<file path="config.mk">
export PLATFORM = sky130hd
export DESIGN_NAME = sirt_engine
export DESIGN_NICKNAME = d
export VERILOG_FILES = /design/src/design/sirt_pkg.sv /design/src/design/sirt_retry_timer.sv /design/src/design/sirt_flag_bank.sv /design/src/design/sirt_engine.sv
export SDC_FILE = /design/constraint.sdc
export NUM_CORES = 2
export LEC_CHECK = 0
export ABC_AREA = 0
export CAP_MARGIN = 20
export CORE_AREA = 4 4 493 495
export CTS_CLUSTER_SIZE = 30
export DETAILED_ROUTE_END_ITERATION = 6
export DIE_AREA = 0 0 497 499
export DONT_BUFFER_PORTS = 1
export SLEW_MARGIN = 40
export SYNTH_ARGS = -nofsm -noshare
export SYNTH_HDL_FRONTEND = slang
export SYNTH_HIERARCHICAL = 1
export SYNTH_SLANG_ARGS = --single-unit
</file>
<file path="constraint.sdc">
create_clock -name sys_clk -period 3 [get_ports sys_clk]
set_clock_uncertainty 0.15 [all_clocks]
set_input_delay 0.45 -clock sys_clk [delete_from_list [all_inputs] [get_ports sys_clk]]
set_output_delay 0.45 -clock sys_clk [all_outputs]
set_load 0.05 [all_outputs]
</file>
<file path="src/design/sirt_pkg.sv">
package sirt_pkg;

  // clock rate and the 0.1 ms retry tick
  localparam int CLK_MHZ = 20;
  localparam int TICK_US = 100;
  localparam int TICK_CYCLES = TICK_US * CLK_MHZ;
  localparam int TICK_CW = $clog2(TICK_CYCLES);
  localparam logic [TICK_CW-1:0] TICK_LAST = TICK_CW'(TICK_CYCLES - 1);

  // bit positions shared by the command byte and the event flags
  localparam int BIT_EXPIRY = 0;
  localparam int BIT_UNSOL_ADVERT = 1;
  localparam int BIT_ROUTER_QUERY = 2;
  localparam int BIT_DUP_PROBE = 3;
  localparam int BIT_V6_ECHO = 4;
  localparam int BIT_V6_RESOLVE = 5;
  localparam int BIT_V4_ECHO = 6;
  localparam int BIT_V4_RESOLVE = 7;

  // socket event flag bit raised by a tcp timeout
  localparam int SOCK_EXPIRY_BIT = 3;

  // socket commands that can end in a tcp timeout
  localparam logic [7:0] SOCK_CONNECT = 8'h04;
  localparam logic [7:0] SOCK_IPV6_CONNECT = 8'h84;
  localparam logic [7:0] SOCK_SEND = 8'h20;
  localparam logic [7:0] SOCK_IPV6_SEND = 8'ha0;
  localparam logic [7:0] SOCK_DISCONNECT = 8'h08;

  // fixed multicast destinations
  localparam logic [127:0] ALL_ROUTERS = 128'hff02_0000_0000_0000_0000_0000_0000_0002;
  localparam logic [127:0] ALL_NODES = 128'hff02_0000_0000_0000_0000_0000_0000_0001;

  // router advertisement option types the capture depends on
  localparam logic [7:0] OPT_SRC_LINK = 8'h01;
  localparam logic [7:0] OPT_PREFIX = 8'h03;

  // prefix select bit: 0 link-local, 1 global unicast
  localparam int PSEL_GLOBAL_BIT = 0;

  // reset values
  localparam logic [7:0] RST_BYTE = 8'h00;

  typedef enum logic [3:0] {
    ST_IDLE = 4'b0001,
    ST_SEND = 4'b0010,
    ST_TXW = 4'b0100,
    ST_RESP = 4'b1000
  } sirt_state_t;

  typedef enum logic [2:0] {
    PK_NONE = 3'h0,
    PK_V4_RESOLVE = 3'h1,
    PK_V4_ECHO = 3'h2,
    PK_NBR_SOLICIT = 3'h3,
    PK_DUP_SOLICIT = 3'h4,
    PK_ROUTER_SOLICIT = 3'h5,
    PK_UNSOL_ADVERT = 3'h6,
    PK_V6_ECHO = 3'h7
  } sirt_pkt_t;

  typedef enum logic [2:0] {
    RX_NONE = 3'h0,
    RX_V4_REPLY = 3'h1,
    RX_V4_ECHO = 3'h2,
    RX_NBR_ADVERT = 3'h3,
    RX_DUP_ADVERT = 3'h4,
    RX_ROUTER_ADVERT = 3'h5,
    RX_V6_ECHO = 3'h6
  } sirt_rx_t;

  typedef struct packed {
    sirt_pkt_t kind;
    logic [127:0] dest;
    logic [127:0] target;
  } sirt_tx_t;

  typedef struct packed {
    logic [7:0] prefix_len;
    logic [7:0] flags;
    logic [31:0] valid_lt;
    logic [31:0] pref_lt;
    logic [127:0] prefix;
  } sirt_ra_t;

endpackage

</file>
<file path="src/design/sirt_retry_timer.sv">
`timescale 1ns/1ns
module sirt_retry_timer
  import sirt_pkg::*;
#(
  parameter int IVL_W = 16
) (
  // clock and reset
  input wire logic sys_clk,
  input wire logic rst_n,
  // control
  input wire logic start,
  input wire logic stop,
  input wire logic backoff,
  input wire logic [IVL_W-1:0] interval,
  // one-cycle pulse per elapsed interval
  output logic expired
);

  logic run_q;
  logic [TICK_CW-1:0] tick_q;
  logic [IVL_W-1:0] ivl_q;
  logic [IVL_W-1:0] cur_q;
  logic tick_end;
  logic ivl_end;

  assign tick_end = run_q && (tick_q == TICK_LAST);
  // a zero interval expires on every tick rather than never
  assign ivl_end = tick_end && ((ivl_q + 1'b1) >= cur_q);

  // running state
  always_ff @(posedge sys_clk) begin
    if (!rst_n) begin
      run_q <= 1'b0;
    end else if (start) begin
      run_q <= 1'b1;
    end else if (stop) begin
      run_q <= 1'b0;
    end
  end

  // 0.1 ms prescaler
  always_ff @(posedge sys_clk) begin
    if (!rst_n || start || !run_q || tick_end) begin
      tick_q <= '0;
    end else begin
      tick_q <= tick_q + 1'b1;
    end
  end

  // ticks within the current interval
  always_ff @(posedge sys_clk) begin
    if (!rst_n || start || ivl_end) begin
      ivl_q <= '0;
    end else if (tick_end) begin
      ivl_q <= ivl_q + 1'b1;
    end
  end

  // interval doubles while the doubled value still fits, then holds
  always_ff @(posedge sys_clk) begin
    if (!rst_n) begin
      cur_q <= '0;
    end else if (start) begin
      cur_q <= interval;
    end else if (ivl_end && backoff && !cur_q[IVL_W-1]) begin
      cur_q <= {cur_q[IVL_W-2:0], 1'b0};
    end
  end

  // expiry pulse, suppressed when the wait is being torn down
  always_ff @(posedge sys_clk) begin
    if (!rst_n) begin
      expired <= 1'b0;
    end else begin
      expired <= ivl_end && !stop && !start;
    end
  end

endmodule

</file>
<file path="src/design/sirt_flag_bank.sv">
`timescale 1ns/1ns
module sirt_flag_bank
  import sirt_pkg::*;
#(
  parameter int W = 8
) (
  // clock and reset
  input wire logic sys_clk,
  input wire logic rst_n,
  // hardware sets, software clears by writing one
  input wire logic [W-1:0] set,
  input wire logic [W-1:0] clr,
  input wire logic [W-1:0] mask,
  // state
  output logic [W-1:0] flags,
  output logic irq
);

  // a set in the same cycle as its clear wins, so no event is lost
  always_ff @(posedge sys_clk) begin
    if (!rst_n) begin
      flags <= W'(RST_BYTE);
    end else begin
      flags <= (flags & ~clr) | set;
    end
  end

  // only unmasked flags reach the interrupt line
  always_ff @(posedge sys_clk) begin
    if (!rst_n) begin
      irq <= 1'b0;
    end else begin
      irq <= |(flags & mask);
    end
  end

endmodule

</file>
<file path="src/design/sirt_engine.sv">
`timescale 1ns/1ns
// Functional notes
// - duplicate probe command sends a detection solicitation to the ipv6 target.
// - detection advert answering the probe sets the probe flag; address unusable.
// - no answer before retries run out sets the expiry flag; address usable.
// - router query command sends a solicitation to the all-routers group.
// - router advert sets router-query flag and stores the prefix data.
// - no router advert before retries run out sets the expiry flag.
// - prefix data is only valid with source-link then prefix options.
// - unsolicited advert goes to all-nodes, target chosen by prefix select.
// - unsolicited advert sets the expiry flag once it has been sent.
// - command byte returns to zero on acceptance; host polls for zero.
// - resolve, echo and discovery requests are resent each interval until answered.
// - timeout once retransmissions exceed the programmed retry count.
// - interval unit is 0.1 ms; total wait is interval times count plus one.
// - discovery timeouts from resolve, probe or query set the expiry flag.
// - echo commands also time out when resolution works but no reply comes.
// - tcp segment resent each socket interval until acked, times out past limit.
// - tcp interval doubles per retry until doubling would pass 65535, then holds.
// - connect, send and disconnect timeouts set the socket timeout flag.
module sirt_engine
  import sirt_pkg::*;
#(
  parameter int IVL_W = 16,
  parameter int CNT_W = 8
) (
  // clock and reset
  input wire logic sys_clk,
  input wire logic rst_n,
  // host command, clear and mask ports
  input wire logic cmd_wr,
  input wire logic [7:0] cmd_wdata,
  input wire logic [7:0] sockless_flag_clear,
  input wire logic [7:0] sockless_irq_mask,
  // socket-less configuration
  input wire logic [IVL_W-1:0] sockless_retry_interval,
  input wire logic [CNT_W-1:0] sockless_retry_limit,
  input wire logic [127:0] ipv6_target_address,
  input wire logic [31:0] target_address,
  input wire logic [7:0] prefix_select,
  input wire logic [127:0] link_local_address,
  input wire logic [127:0] global_unicast_address,
  // transmit path
  output sirt_tx_t tx_pkt,
  output logic tx_req,
  input wire logic tx_done,
  // receive path
  input wire logic rx_valid,
  input wire sirt_rx_t rx_kind,
  input wire logic [7:0] rx_opt1,
  input wire logic [7:0] rx_opt2,
  input wire sirt_ra_t rx_ra,
  // socket-less status
  output logic [7:0] sockless_command_reg,
  output logic [7:0] sockless_event_flags,
  output logic sockless_irq,
  // router advertisement results
  output logic [7:0] prefix_length_store,
  output logic [7:0] router_flags_store,
  output logic [7:0] router_flags_copy,
  output logic [31:0] valid_lifetime_store,
  output logic [31:0] prefix_lifetime_store,
  output logic [127:0] prefix_address_store,
  // tcp socket side
  input wire logic sock_cmd_wr,
  input wire logic [7:0] sock_cmd_wdata,
  input wire logic [IVL_W-1:0] socket_retry_interval,
  input wire logic [CNT_W-1:0] socket_retry_limit,
  input wire logic sock_seg_sent,
  input wire logic sock_ack_rx,
  input wire logic [7:0] socket_flag_clear,
  input wire logic [7:0] socket_irq_mask,
  output logic [7:0] socket_command_reg,
  output logic [7:0] socket_event_flags,
  output logic socket_irq,
  output logic sock_retx_req
);

  sirt_state_t state_q;
  sirt_state_t state_d;
  logic [7:0] cmd_q;
  logic [7:0] op_q;
  logic [7:0] op_pick;
  logic phase_q;
  logic [CNT_W-1:0] retry_q;
  logic tx_req_q;
  sirt_tx_t tx_q;
  sirt_tx_t tx_d;
  sirt_ra_t ra_q;
  logic [7:0] sl_set;
  logic sl_start;
  logic sl_stop;
  logic sl_exp;
  logic resp_hit;
  logic resp_mid;
  logic retries_done;

  logic [7:0] sock_cmd_q;
  logic [7:0] tcp_cmd_q;
  logic tcp_wait_q;
  logic [CNT_W-1:0] tcp_retry_q;
  logic tcp_armed;
  logic tcp_exp;
  logic tcp_to;
  logic retx_q;
  logic [7:0] sock_set;

  // lowest pending command bit wins if software sets several at once
  always_comb begin
    op_pick = '0;
    for (int i = 7; i >= 1; i--) begin
      if (cmd_q[i]) begin
        op_pick = '0;
        op_pick[i] = 1'b1;
      end
    end
  end

  // answer matching: resp_mid ends the resolve phase of an echo command
  always_comb begin
    resp_hit = 1'b0;
    resp_mid = 1'b0;
    if (rx_valid) begin
      if (op_q[BIT_DUP_PROBE] && rx_kind == RX_DUP_ADVERT) begin
        resp_hit = 1'b1;
      end else if (op_q[BIT_ROUTER_QUERY] && rx_kind == RX_ROUTER_ADVERT) begin
        resp_hit = 1'b1;
      end else if (op_q[BIT_V6_RESOLVE] && rx_kind == RX_NBR_ADVERT) begin
        resp_hit = 1'b1;
      end else if (op_q[BIT_V4_RESOLVE] && rx_kind == RX_V4_REPLY) begin
        resp_hit = 1'b1;
      end else if (op_q[BIT_V6_ECHO]) begin
        resp_mid = !phase_q && rx_kind == RX_NBR_ADVERT;
        resp_hit = phase_q && rx_kind == RX_V6_ECHO;
      end else if (op_q[BIT_V4_ECHO]) begin
        resp_mid = !phase_q && rx_kind == RX_V4_REPLY;
        resp_hit = phase_q && rx_kind == RX_V4_ECHO;
      end
    end
  end

  // timeout once the retries already sent reach the limit, i.e. the next would exceed it
  assign retries_done = (retry_q == sockless_retry_limit);

  // packet description for the current command and phase
  always_comb begin
    tx_d = '0;
    tx_d.dest = ipv6_target_address;
    if (op_q[BIT_DUP_PROBE]) begin
      tx_d.kind = PK_DUP_SOLICIT;
      tx_d.target = ipv6_target_address;
    end else if (op_q[BIT_ROUTER_QUERY]) begin
      tx_d.kind = PK_ROUTER_SOLICIT;
      tx_d.dest = ALL_ROUTERS;
    end else if (op_q[BIT_UNSOL_ADVERT]) begin
      tx_d.kind = PK_UNSOL_ADVERT;
      tx_d.dest = ALL_NODES;
      tx_d.target = prefix_select[PSEL_GLOBAL_BIT] ? global_unicast_address
                                                   : link_local_address;
    end else if (op_q[BIT_V6_RESOLVE]) begin
      tx_d.kind = PK_NBR_SOLICIT;
      tx_d.target = ipv6_target_address;
    end else if (op_q[BIT_V6_ECHO]) begin
      tx_d.kind = phase_q ? PK_V6_ECHO : PK_NBR_SOLICIT;
      tx_d.target = ipv6_target_address;
    end else if (op_q[BIT_V4_RESOLVE] || op_q[BIT_V4_ECHO]) begin
      tx_d.kind = (op_q[BIT_V4_ECHO] && phase_q) ? PK_V4_ECHO : PK_V4_RESOLVE;
      tx_d.dest = {96'h0, target_address};
      tx_d.target = {96'h0, target_address};
    end
  end

  // command sequencer
  always_comb begin
    state_d = state_q;
    case (state_q)
      ST_IDLE: begin
        if (cmd_q != RST_BYTE && op_pick != RST_BYTE) begin
          state_d = ST_SEND;
        end
      end
      ST_SEND: begin
        state_d = ST_TXW;
      end
      ST_TXW: begin
        if (tx_done) begin
          state_d = op_q[BIT_UNSOL_ADVERT] ? ST_IDLE : ST_RESP;
        end
      end
      ST_RESP: begin
        if (resp_hit) begin
          state_d = ST_IDLE;
        end else if (resp_mid) begin
          state_d = ST_SEND;
        end else if (sl_exp) begin
          state_d = retries_done ? ST_IDLE : ST_SEND;
        end
      end
      default: begin
        state_d = ST_IDLE;
      end
    endcase
  end

  always_ff @(posedge sys_clk) begin
    if (!rst_n) begin
      state_q <= ST_IDLE;
    end else begin
      state_q <= state_d;
    end
  end

  // command byte: a fresh write wins over the clear on acceptance
  always_ff @(posedge sys_clk) begin
    if (!rst_n) begin
      cmd_q <= RST_BYTE;
    end else if (cmd_wr) begin
      cmd_q <= cmd_wdata;
    end else if (state_q == ST_IDLE && cmd_q != RST_BYTE) begin
      cmd_q <= RST_BYTE;
    end
  end

  // accepted command, phase and retry count
  always_ff @(posedge sys_clk) begin
    if (!rst_n) begin
      op_q <= RST_BYTE;
      phase_q <= 1'b0;
      retry_q <= '0;
    end else if (state_q == ST_IDLE) begin
      if (cmd_q != RST_BYTE) begin
        op_q <= op_pick;
        phase_q <= 1'b0;
        retry_q <= '0;
      end
    end else if (state_q == ST_RESP) begin
      if (resp_mid) begin
        phase_q <= 1'b1;
      end else if (sl_exp && !retries_done) begin
        retry_q <= retry_q + 1'b1;
      end
    end
  end

  // transmit request holds until the link reports the packet sent
  always_ff @(posedge sys_clk) begin
    if (!rst_n) begin
      tx_req_q <= 1'b0;
      tx_q <= '0;
    end else if (state_q == ST_SEND) begin
      tx_req_q <= 1'b1;
      tx_q <= tx_d;
    end else if (state_q == ST_TXW && tx_done) begin
      tx_req_q <= 1'b0;
    end
  end

  // the wait timer restarts after every send, so each attempt gets a full interval
  assign sl_start = (state_q == ST_TXW) && tx_done && !op_q[BIT_UNSOL_ADVERT];
  assign sl_stop = (state_q != ST_RESP) || (state_d != ST_RESP);

  sirt_retry_timer #(
    .IVL_W(IVL_W)
  ) u_sl_timer (
    .sys_clk(sys_clk),
    .rst_n(rst_n),
    .start(sl_start),
    .stop(sl_stop),
    .backoff(1'b0),
    .interval(sockless_retry_interval),
    .expired(sl_exp)
  );

  // event flag sets
  always_comb begin
    sl_set = '0;
    if (state_q == ST_TXW && tx_done && op_q[BIT_UNSOL_ADVERT]) begin
      sl_set[BIT_EXPIRY] = 1'b1;
    end
    if (state_q == ST_RESP && resp_hit) begin
      sl_set = op_q;
    end else if (state_q == ST_RESP && !resp_mid && sl_exp && retries_done) begin
      sl_set[BIT_EXPIRY] = 1'b1;
    end
  end

  sirt_flag_bank #(
    .W(8)
  ) u_sl_flags (
    .sys_clk(sys_clk),
    .rst_n(rst_n),
    .set(sl_set),
    .clr(sockless_flag_clear),
    .mask(sockless_irq_mask),
    .flags(sockless_event_flags),
    .irq(sockless_irq)
  );

  // prefix capture only for the option layout the parser understands
  always_ff @(posedge sys_clk) begin
    if (!rst_n) begin
      ra_q <= '0;
    end else if (state_q == ST_RESP && resp_hit && op_q[BIT_ROUTER_QUERY] &&
                 rx_opt1 == OPT_SRC_LINK && rx_opt2 == OPT_PREFIX) begin
      ra_q <= rx_ra;
    end
  end

  // socket command byte clears the cycle after it is written
  always_ff @(posedge sys_clk) begin
    if (!rst_n) begin
      sock_cmd_q <= RST_BYTE;
      tcp_cmd_q <= RST_BYTE;
    end else if (sock_cmd_wr) begin
      sock_cmd_q <= sock_cmd_wdata;
    end else if (sock_cmd_q != RST_BYTE) begin
      tcp_cmd_q <= sock_cmd_q;
      sock_cmd_q <= RST_BYTE;
    end
  end

  // only these commands put a segment under retransmission watch
  assign tcp_armed = (tcp_cmd_q == SOCK_CONNECT) || (tcp_cmd_q == SOCK_IPV6_CONNECT) ||
                     (tcp_cmd_q == SOCK_SEND) || (tcp_cmd_q == SOCK_IPV6_SEND) ||
                     (tcp_cmd_q == SOCK_DISCONNECT);
  assign tcp_to = tcp_wait_q && tcp_exp && !sock_ack_rx &&
                  (tcp_retry_q == socket_retry_limit);

  // tcp wait: the timer keeps running across retries so the backoff accumulates
  always_ff @(posedge sys_clk) begin
    if (!rst_n) begin
      tcp_wait_q <= 1'b0;
      tcp_retry_q <= '0;
      retx_q <= 1'b0;
    end else begin
      retx_q <= 1'b0;
      if (sock_seg_sent && tcp_armed) begin
        tcp_wait_q <= 1'b1;
        tcp_retry_q <= '0;
      end else if (sock_ack_rx || tcp_to) begin
        tcp_wait_q <= 1'b0;
      end else if (tcp_wait_q && tcp_exp) begin
        tcp_retry_q <= tcp_retry_q + 1'b1;
        retx_q <= 1'b1;
      end
    end
  end

  sirt_retry_timer #(
    .IVL_W(IVL_W)
  ) u_tcp_timer (
    .sys_clk(sys_clk),
    .rst_n(rst_n),
    .start(sock_seg_sent && tcp_armed),
    .stop(sock_ack_rx || tcp_to),
    .backoff(1'b1),
    .interval(socket_retry_interval),
    .expired(tcp_exp)
  );

  always_comb begin
    sock_set = '0;
    sock_set[SOCK_EXPIRY_BIT] = tcp_to;
  end

  sirt_flag_bank #(
    .W(8)
  ) u_sock_flags (
    .sys_clk(sys_clk),
    .rst_n(rst_n),
    .set(sock_set),
    .clr(socket_flag_clear),
    .mask(socket_irq_mask),
    .flags(socket_event_flags),
    .irq(socket_irq)
  );

  // outputs straight from registers
  assign tx_req = tx_req_q;
  assign tx_pkt = tx_q;
  assign sockless_command_reg = cmd_q;
  assign socket_command_reg = sock_cmd_q;
  assign sock_retx_req = retx_q;
  assign prefix_length_store = ra_q.prefix_len;
  assign router_flags_store = ra_q.flags;
  assign router_flags_copy = ra_q.flags;
  assign valid_lifetime_store = ra_q.valid_lt;
  assign prefix_lifetime_store = ra_q.pref_lt;
  assign prefix_address_store = ra_q.prefix;

endmodule

</file>
Word-level counts from Yosys, hierarchy flattened

Index checks and enable logic that the tools add are counted.

Flip-flop bits (word level): 630
Output and inout bits: 511
Word-level logic and storage cells: 231
Input bits: 755

$add $sub $neg: 6
Eq/ne operators: 25
Multiplexer cells: 71
Order comparisons: 2
Bitwise operators: 11
Reductions and logical operators: 84

Operator list:

| cell                                           | count |
|---|---|
| 2-to-1 mux 128 bit                             | 8 |
| 2-to-1 mux 259 bit                             | 1 |
| 2-to-1 mux 258 bit                             | 1 |
| 2-to-1 mux 131 bit                             | 1 |
| 2-to-1 mux 8 bit                               | 16 |
| logical AND 1 bit                              | 35 |
| adder 16 x 1 -> 16 bit (second input constant) | 2 |
| bitwise AND 8 bit                              | 4 |
| >= comparator 16 bit                           | 2 |
| 2-to-1 mux 16 bit                              | 2 |
| 2-to-1 mux 1 bit                               | 28 |
| 2-to-1 mux 4 bit                               | 6 |
| nonzero test 8 bit                             | 3 |
| adder 11 x 1 -> 11 bit (second input constant) | 2 |
| == test 11 bit (second input constant)         | 2 |
| nonzero test 2 bit                             | 9 |
| adder 8 x 1 -> 8 bit (second input constant)   | 2 |
| == test 8 bit                                  | 2 |
| == test 8 bit (second input constant)          | 2 |
| inverter 8 bit                                 | 2 |
| case mux 4 bit (4 select lines)                | 1 |
| OR reduction 8 bit                             | 2 |
| logical OR 1 bit                               | 15 |
| zero test 1 bit                                | 13 |
| 26 further kinds                               | 38 |

Longest topological paths before layout

Word-level depth: 17
Gate-level depth with buffers: 15
Depth with buffers taken out: 13

Cells and area by module

Netlist, hierarchy kept.

Modules (own cells, without submodules):

| module                          | sequential area each (µm²) | instances | area each (µm²) | cells an instance |
|---|---|---|---|---|
| sirt_engine                     | 10450.0                    | 1         | 23968.0         | 2881 |
| sirt_retry_timer at u_tcp_timer | 900.9                      | 1         | 2612.5          | 316 |
| sirt_retry_timer at u_sl_timer  | 900.9                      | 1         | 2544.9          | 303 |
| sirt_flag_bank                  | 180.2                      | 2         | 366.6           | 32 |

Worst setup path after synthesis

Ideal clock, no wire load.

Path kind: reg2reg
Start point: register u_tcp_timer.ivl_q[5]
End point: register u_tcp_timer.cur_q[1]
Data arrival time: 2.804 ns
Library setup time: 0.121 ns
Stages on the path, launching flop included: 15
Setup slack: -0.075 ns
Data required time: 2.729 ns
Buffers on the path: 2
Clock period less this slack: 3.075 ns
Cell sequence: dfxtp_1 -> clkbuf_1 -> nand4_1 -> nor2_1 -> and4_1 -> nand2b_1 -> xnor2_1 -> ha_1 -> nand4_1 -> nor3_1 -> a211oi_4 -> a21oi_2 -> buf_4 -> nor3b_1 -> nor3_1

Word-level cells in the longest chain between the ends: 5

RTL lines:

| item                                | line                   | source |
|---|---|---|
| from (decl)                         | sirt_retry_timer.sv:21 | `logic [IVL_W-1:0] ivl_q;` |
| from (signal assigned)              | sirt_retry_timer.sv:55 | `ivl_q <= ivl_q + 1'b1;` |
| adder 16 x 1 -> 16 bit              | sirt_retry_timer.sv:28 | `assign ivl_end = tick_end && ((ivl_q + 1'b1) >= cur_q);` |
| >= comparator 16 bit                | sirt_retry_timer.sv:28 |  |
| logical AND 1 bit                   | sirt_retry_timer.sv:28 |  |
| logical AND 1 bit                   | sirt_retry_timer.sv:65 | `end else if (ivl_end && backoff && !cur_q[IVL_W-1]) begin` |
| nonzero test 2 bit (no source line) | -                      |  |
| to (signal assigned)                | sirt_retry_timer.sv:64 | `cur_q <= interval;` |
| to (signal assigned)                | sirt_retry_timer.sv:66 | `cur_q <= {cur_q[IVL_W-2:0], 1'b0};` |
| to (decl)                           | sirt_retry_timer.sv:22 | `logic [IVL_W-1:0] cur_q;` |

Every way passes these cells.
A chain may end at the register's enable or synchronous reset.

Worst setup path in the final report

Start point: register u_tcp_timer.ivl_q[6]
End point: register u_tcp_timer.cur_q[3]

Same word-level chain as after synthesis.

==> key figures <==
Synth
  – Area of the mapped netlist: 0.0299 sq mm
  – Top cell type's share of synthesized area: 42.2%
  – Post-synth top flop: dfxtp_1
  – Top cell type by total area after synthesis: dfxtp_1
  – Sequential share of the synthesized area: 42.2%
  – Mapped Cells: 3564
  – Unique cell type count in the Yosys netlist: 83
  – Synth warn: 6
  – Synth async-reset ratio: 0%
  – Post-Syn Area per Cell: 8.38 sq um
  – Main area contributors after synthesis: dfxtp_1 42%, nand2_1 9.6%, mux2i_1 4.7%, a221oi_1 3.7%, a21boi_0 3.3%
  – Synthesis-stage register bit count: 630
  – Post-synth EDFFs: 0

Critical path
  – Critical-path maximum fanout: 10
  – Critical path endpoint category: flop
  – Startpoint Class: flop
  – Worst-path cell chain: nand4_1 > nor2_2 > buf_4 > nand3_2 > nor2_2 > xor2_1 > ha_1 > nand4_1 > a211oi_2 > a32oi_2 > a21oi_2 > buf_12 > buf_4 > nor3_1 > a211oi_1
  – R2r setup slk: -0.04 ns
  – CP max-delay cell: dfxtp_2
  – Reg2reg start: u_tcp_timer/ivl_q[6]
  – CP bufs+invs: 3
  – CP peak stage delay: 0.33 ns
  – Reg-to-reg endpoint: u_tcp_timer/cur_q[3]
  – R2R depth: 15
  – Crit Path Category: flop to flop
  – WP data required: 3.46 ns
  – Largest delay share family, worst path: compound AO/OA/AOI/OAI gates
  – Critical path data arrival time: 3.50 ns

Placement
  – IO buf count: 0
  – Final weighted congestion in routability-driven placement: 1.01
  – DP Cell Count: 6595
  – Post-DP HPWL: 168000 um

GRT
  – Largest net degree at the start of global routing: 510
  – Initial antenna violation count: 157
  – Vias in the first global route: 30900
  – Grt total ovfl: 0
  – First-pass GRT wire length: 281000 um
  – Global Route Usage Sum: 16.3%

Power
  – Power per Cell Area: 519 mW/mm^2
  – Pwr Total: 23.5 mW
  – VDD IR max: 488 uV
  – Static Leak: 15.8 nW

Final layout
  – Register Area: 0.0127 sq mm
  – Share of cells above drive strength 1: 11.6%
  – Most common cell after layout, fill and taps aside: nand2_1
  – Filler instances: 26300
  – Area growth syn-to-layout: 51.4%
  – Most frequent cells in the layout: 759 x nand2_1, 744 x dlygate4sd3_1, 578 x dfxtp_1, 238 x nor2_1, 153 x buf_4
  – Fin nets: 5074
  – Final core utilization: 19.0%
  – Footprint of the multi-input gates: 0.0160 sq mm
  – Post-Layout Cell Count: 7585
  – Largest register FFs: 259

STA
  – Setup ws final: -0.0394 ns
  – Worst slew pin tran: 2.30 ns
  – Relative slew slack: -53.4%
  – Final setup vio count: 3
  – Final hold violations: 0
  – RSZ-0062 raised after global routing: true
  – Max frequency: 329 MHz
  – Final Cycle Share: 101%
  – Final min period: 3.04 ns
  – Slew Limit Fails: 192

Clock tree
  – Clock Tree Buf Depth: 3
  – Cts bufs inserted: 82
  – Root buffer cell: clkbuf_16
  – Clk slew on worst S/H paths: 0.06 ns
  – Clock Latency Late Sink: 0.71 ns
  – H-tree levels: 3
  – CTS sink count: 630
  – CTS tree: built

Min path
  – Hold depth: 3
  – Hold EP: tx_pkt[128]
  – Worst Hold Launch: ipv6_target_address[0]
  – Worst hold path class: input port to flop

Die
  – Die Y: 499 um
  – Row count: 179
  – Die width: 497 um
  – Initial Util: 12.6%
  – DIE AREA: 0.248 sq mm
  – Std-Cell Core Area: 0.238 sq mm
  – Num ports: 1266

Run status
  – Run status: complete, but fails checks
  – Failing checks: max-slew violations, negative setup slack

Routing
  – Via/cell ratio: 4.27
  – DR vias: 32400
  – Final ANT Viol Nets: 0
  – DR WL/cell: 28.5 um
  – Initial DRC count: 3240
  – Pre-antenna DRT Iters: 6
  – DRT Wirelength: 216000 um
  – DRC Markers: 0

Job
  – Max-cap violations: 0
## area by class of cell
type                    instances  area share (%)
multi-input cells            2581            35.4
flip-flops and latches        630            28.1
repair buffers                932            20.5
well taps                    3167            8.77
clock buffers                 107            5.04
clock inverters                41            1.32
inverters                      54           0.454
diodes                         73           0.404
## cells in the mapped netlist, types with 14 or more instances
| cell | n |
|---|---|
| nor2_1 | 255 |
| nor3_1 | 44 |
| a21boi_1 | 112 |
| nor3b_1 | 130 |
| inv_1 | 51 |
| buf_4 | 14 |
| and2_1 | 20 |
| a21oi_1 | 126 |
| nand3_1 | 74 |
| xor2_1 | 54 |
| xnor2_1 | 43 |
| a211oi_2 | 20 |
| mux2i_1 | 139 |
| a221oi_1 | 127 |
| buf_6 | 17 |
| buf_2 | 49 |
| ha_1 | 38 |
| buf_1 | 21 |
| nor2b_1 | 29 |
| and3_1 | 19 |
| a21boi_0 | 133 |
| a221o_1 | 31 |
| dfxtp_1 | 630 |
| o22ai_1 | 98 |
| o21ai_0 | 93 |
| a32oi_1 | 31 |
| nand2_1 | 760 |
| o21a_1 | 17 |
| clkbuf_1 | 208 |
## cell families (layout without fill, tap and decap cells)
family                     after synthesis  count (layout)  share of synthesized area (%)
other                                    2              82                         0.0252
muxes                                  139             139                           4.66
and+or+nand+nor                       1422            1424                           21.7
DFF                                    630             630                           42.2
xor gates and xnor gates                97              97                           2.85
AOI/OAI and AO/OA                      872             874                           21.5
adders and majority gates               38              38                           1.59
buffers and inverters                  364            1134                           5.42
## stage by stage
step,hold slack (ns),setup TNS [ns],instance area [sq um],setup WS (ns)
floorplan,0.280,0,29900,0.0243
global placement,0.291,-2.55,34100,-0.176
detailed placement,0.300,-2.60,34100,-0.171
CTS,-0.345,-0.00752,44500,-0.00430
global route,0.0687,-4.99,45100,-0.199
finish,0.106,-0.0514,45200,-0.0394
## worst register-to-register path: cells and delay by family (launching register included)
| family | cells | cell delay (ns) |
|---|---|---|
| buf+inv | 3 | 0.42 |
| simple gates | 6 | 0.78 |
| compound gates | 4 | 0.86 |
| flops | 1 | 0.33 |
| xor+xnor | 1 | 0.09 |
| fa+ha+maj | 1 | 0.30 |
## how the worst max path moves through the flow
| stage | cells after the start | from | end | slack, ns |
|---|---|---|---|---|
| floorplan | 14 | u_sl_timer/ivl_q[0] | u_sl_timer/ivl_q[0] | 0.02 |
| global placement | 13 | u_sl_timer/ivl_q[1] | u_sl_timer/ivl_q[1] | -0.18 |
| detailed placement | 13 | u_sl_timer/ivl_q[1] | u_sl_timer/ivl_q[1] | -0.17 |
| CTS | 13 | u_sl_timer/ivl_q[1] | u_sl_timer/ivl_q[1] | -0.004 |
| global route | 14 | u_tcp_timer/ivl_q[6] | u_tcp_timer/cur_q[3] | -0.20 |
| finish | 15 | u_tcp_timer/ivl_q[6] | u_tcp_timer/cur_q[3] | -0.04 |
## where the power goes
group / total (mW) / leakage (nW) / switching, mW / internal (mW)
clock: 10.7 / 1.41 / 4.50 / 6.21
sequential: 9.61 / 5.11 / 1.02 / 8.59
combinational: 3.15 / 9.23 / 1.67 / 1.48
total: 23.5 / 15.8 / 7.19 / 16.3
## repair_timing
| item | in CTS | in global routing |
|---|---|---|
| setup endpoints to repair | 30 | 82 |
| setup buffers | 7 | 12 |
| pin swaps | 14 | 31 |
| hold buffers | 740 | 10 |
| gates resized for setup | 19 | 55 |
| gates cloned | 1 | 4 |
| hold endpoints to repair | 560 | 180 |
## per-layer routing
layer / vias up / routed length, um / GRT usage (%)
met2: 1965 / 90700 / 24.3
met1: 15800 / 86300 / 19.2
met3: 488 / 29100 / 9.30
met5: - / 909 / 0
met4: 138 / 9290 / 6.48
li1: 14000 / - / -
(Power assumes the default switching activity.)
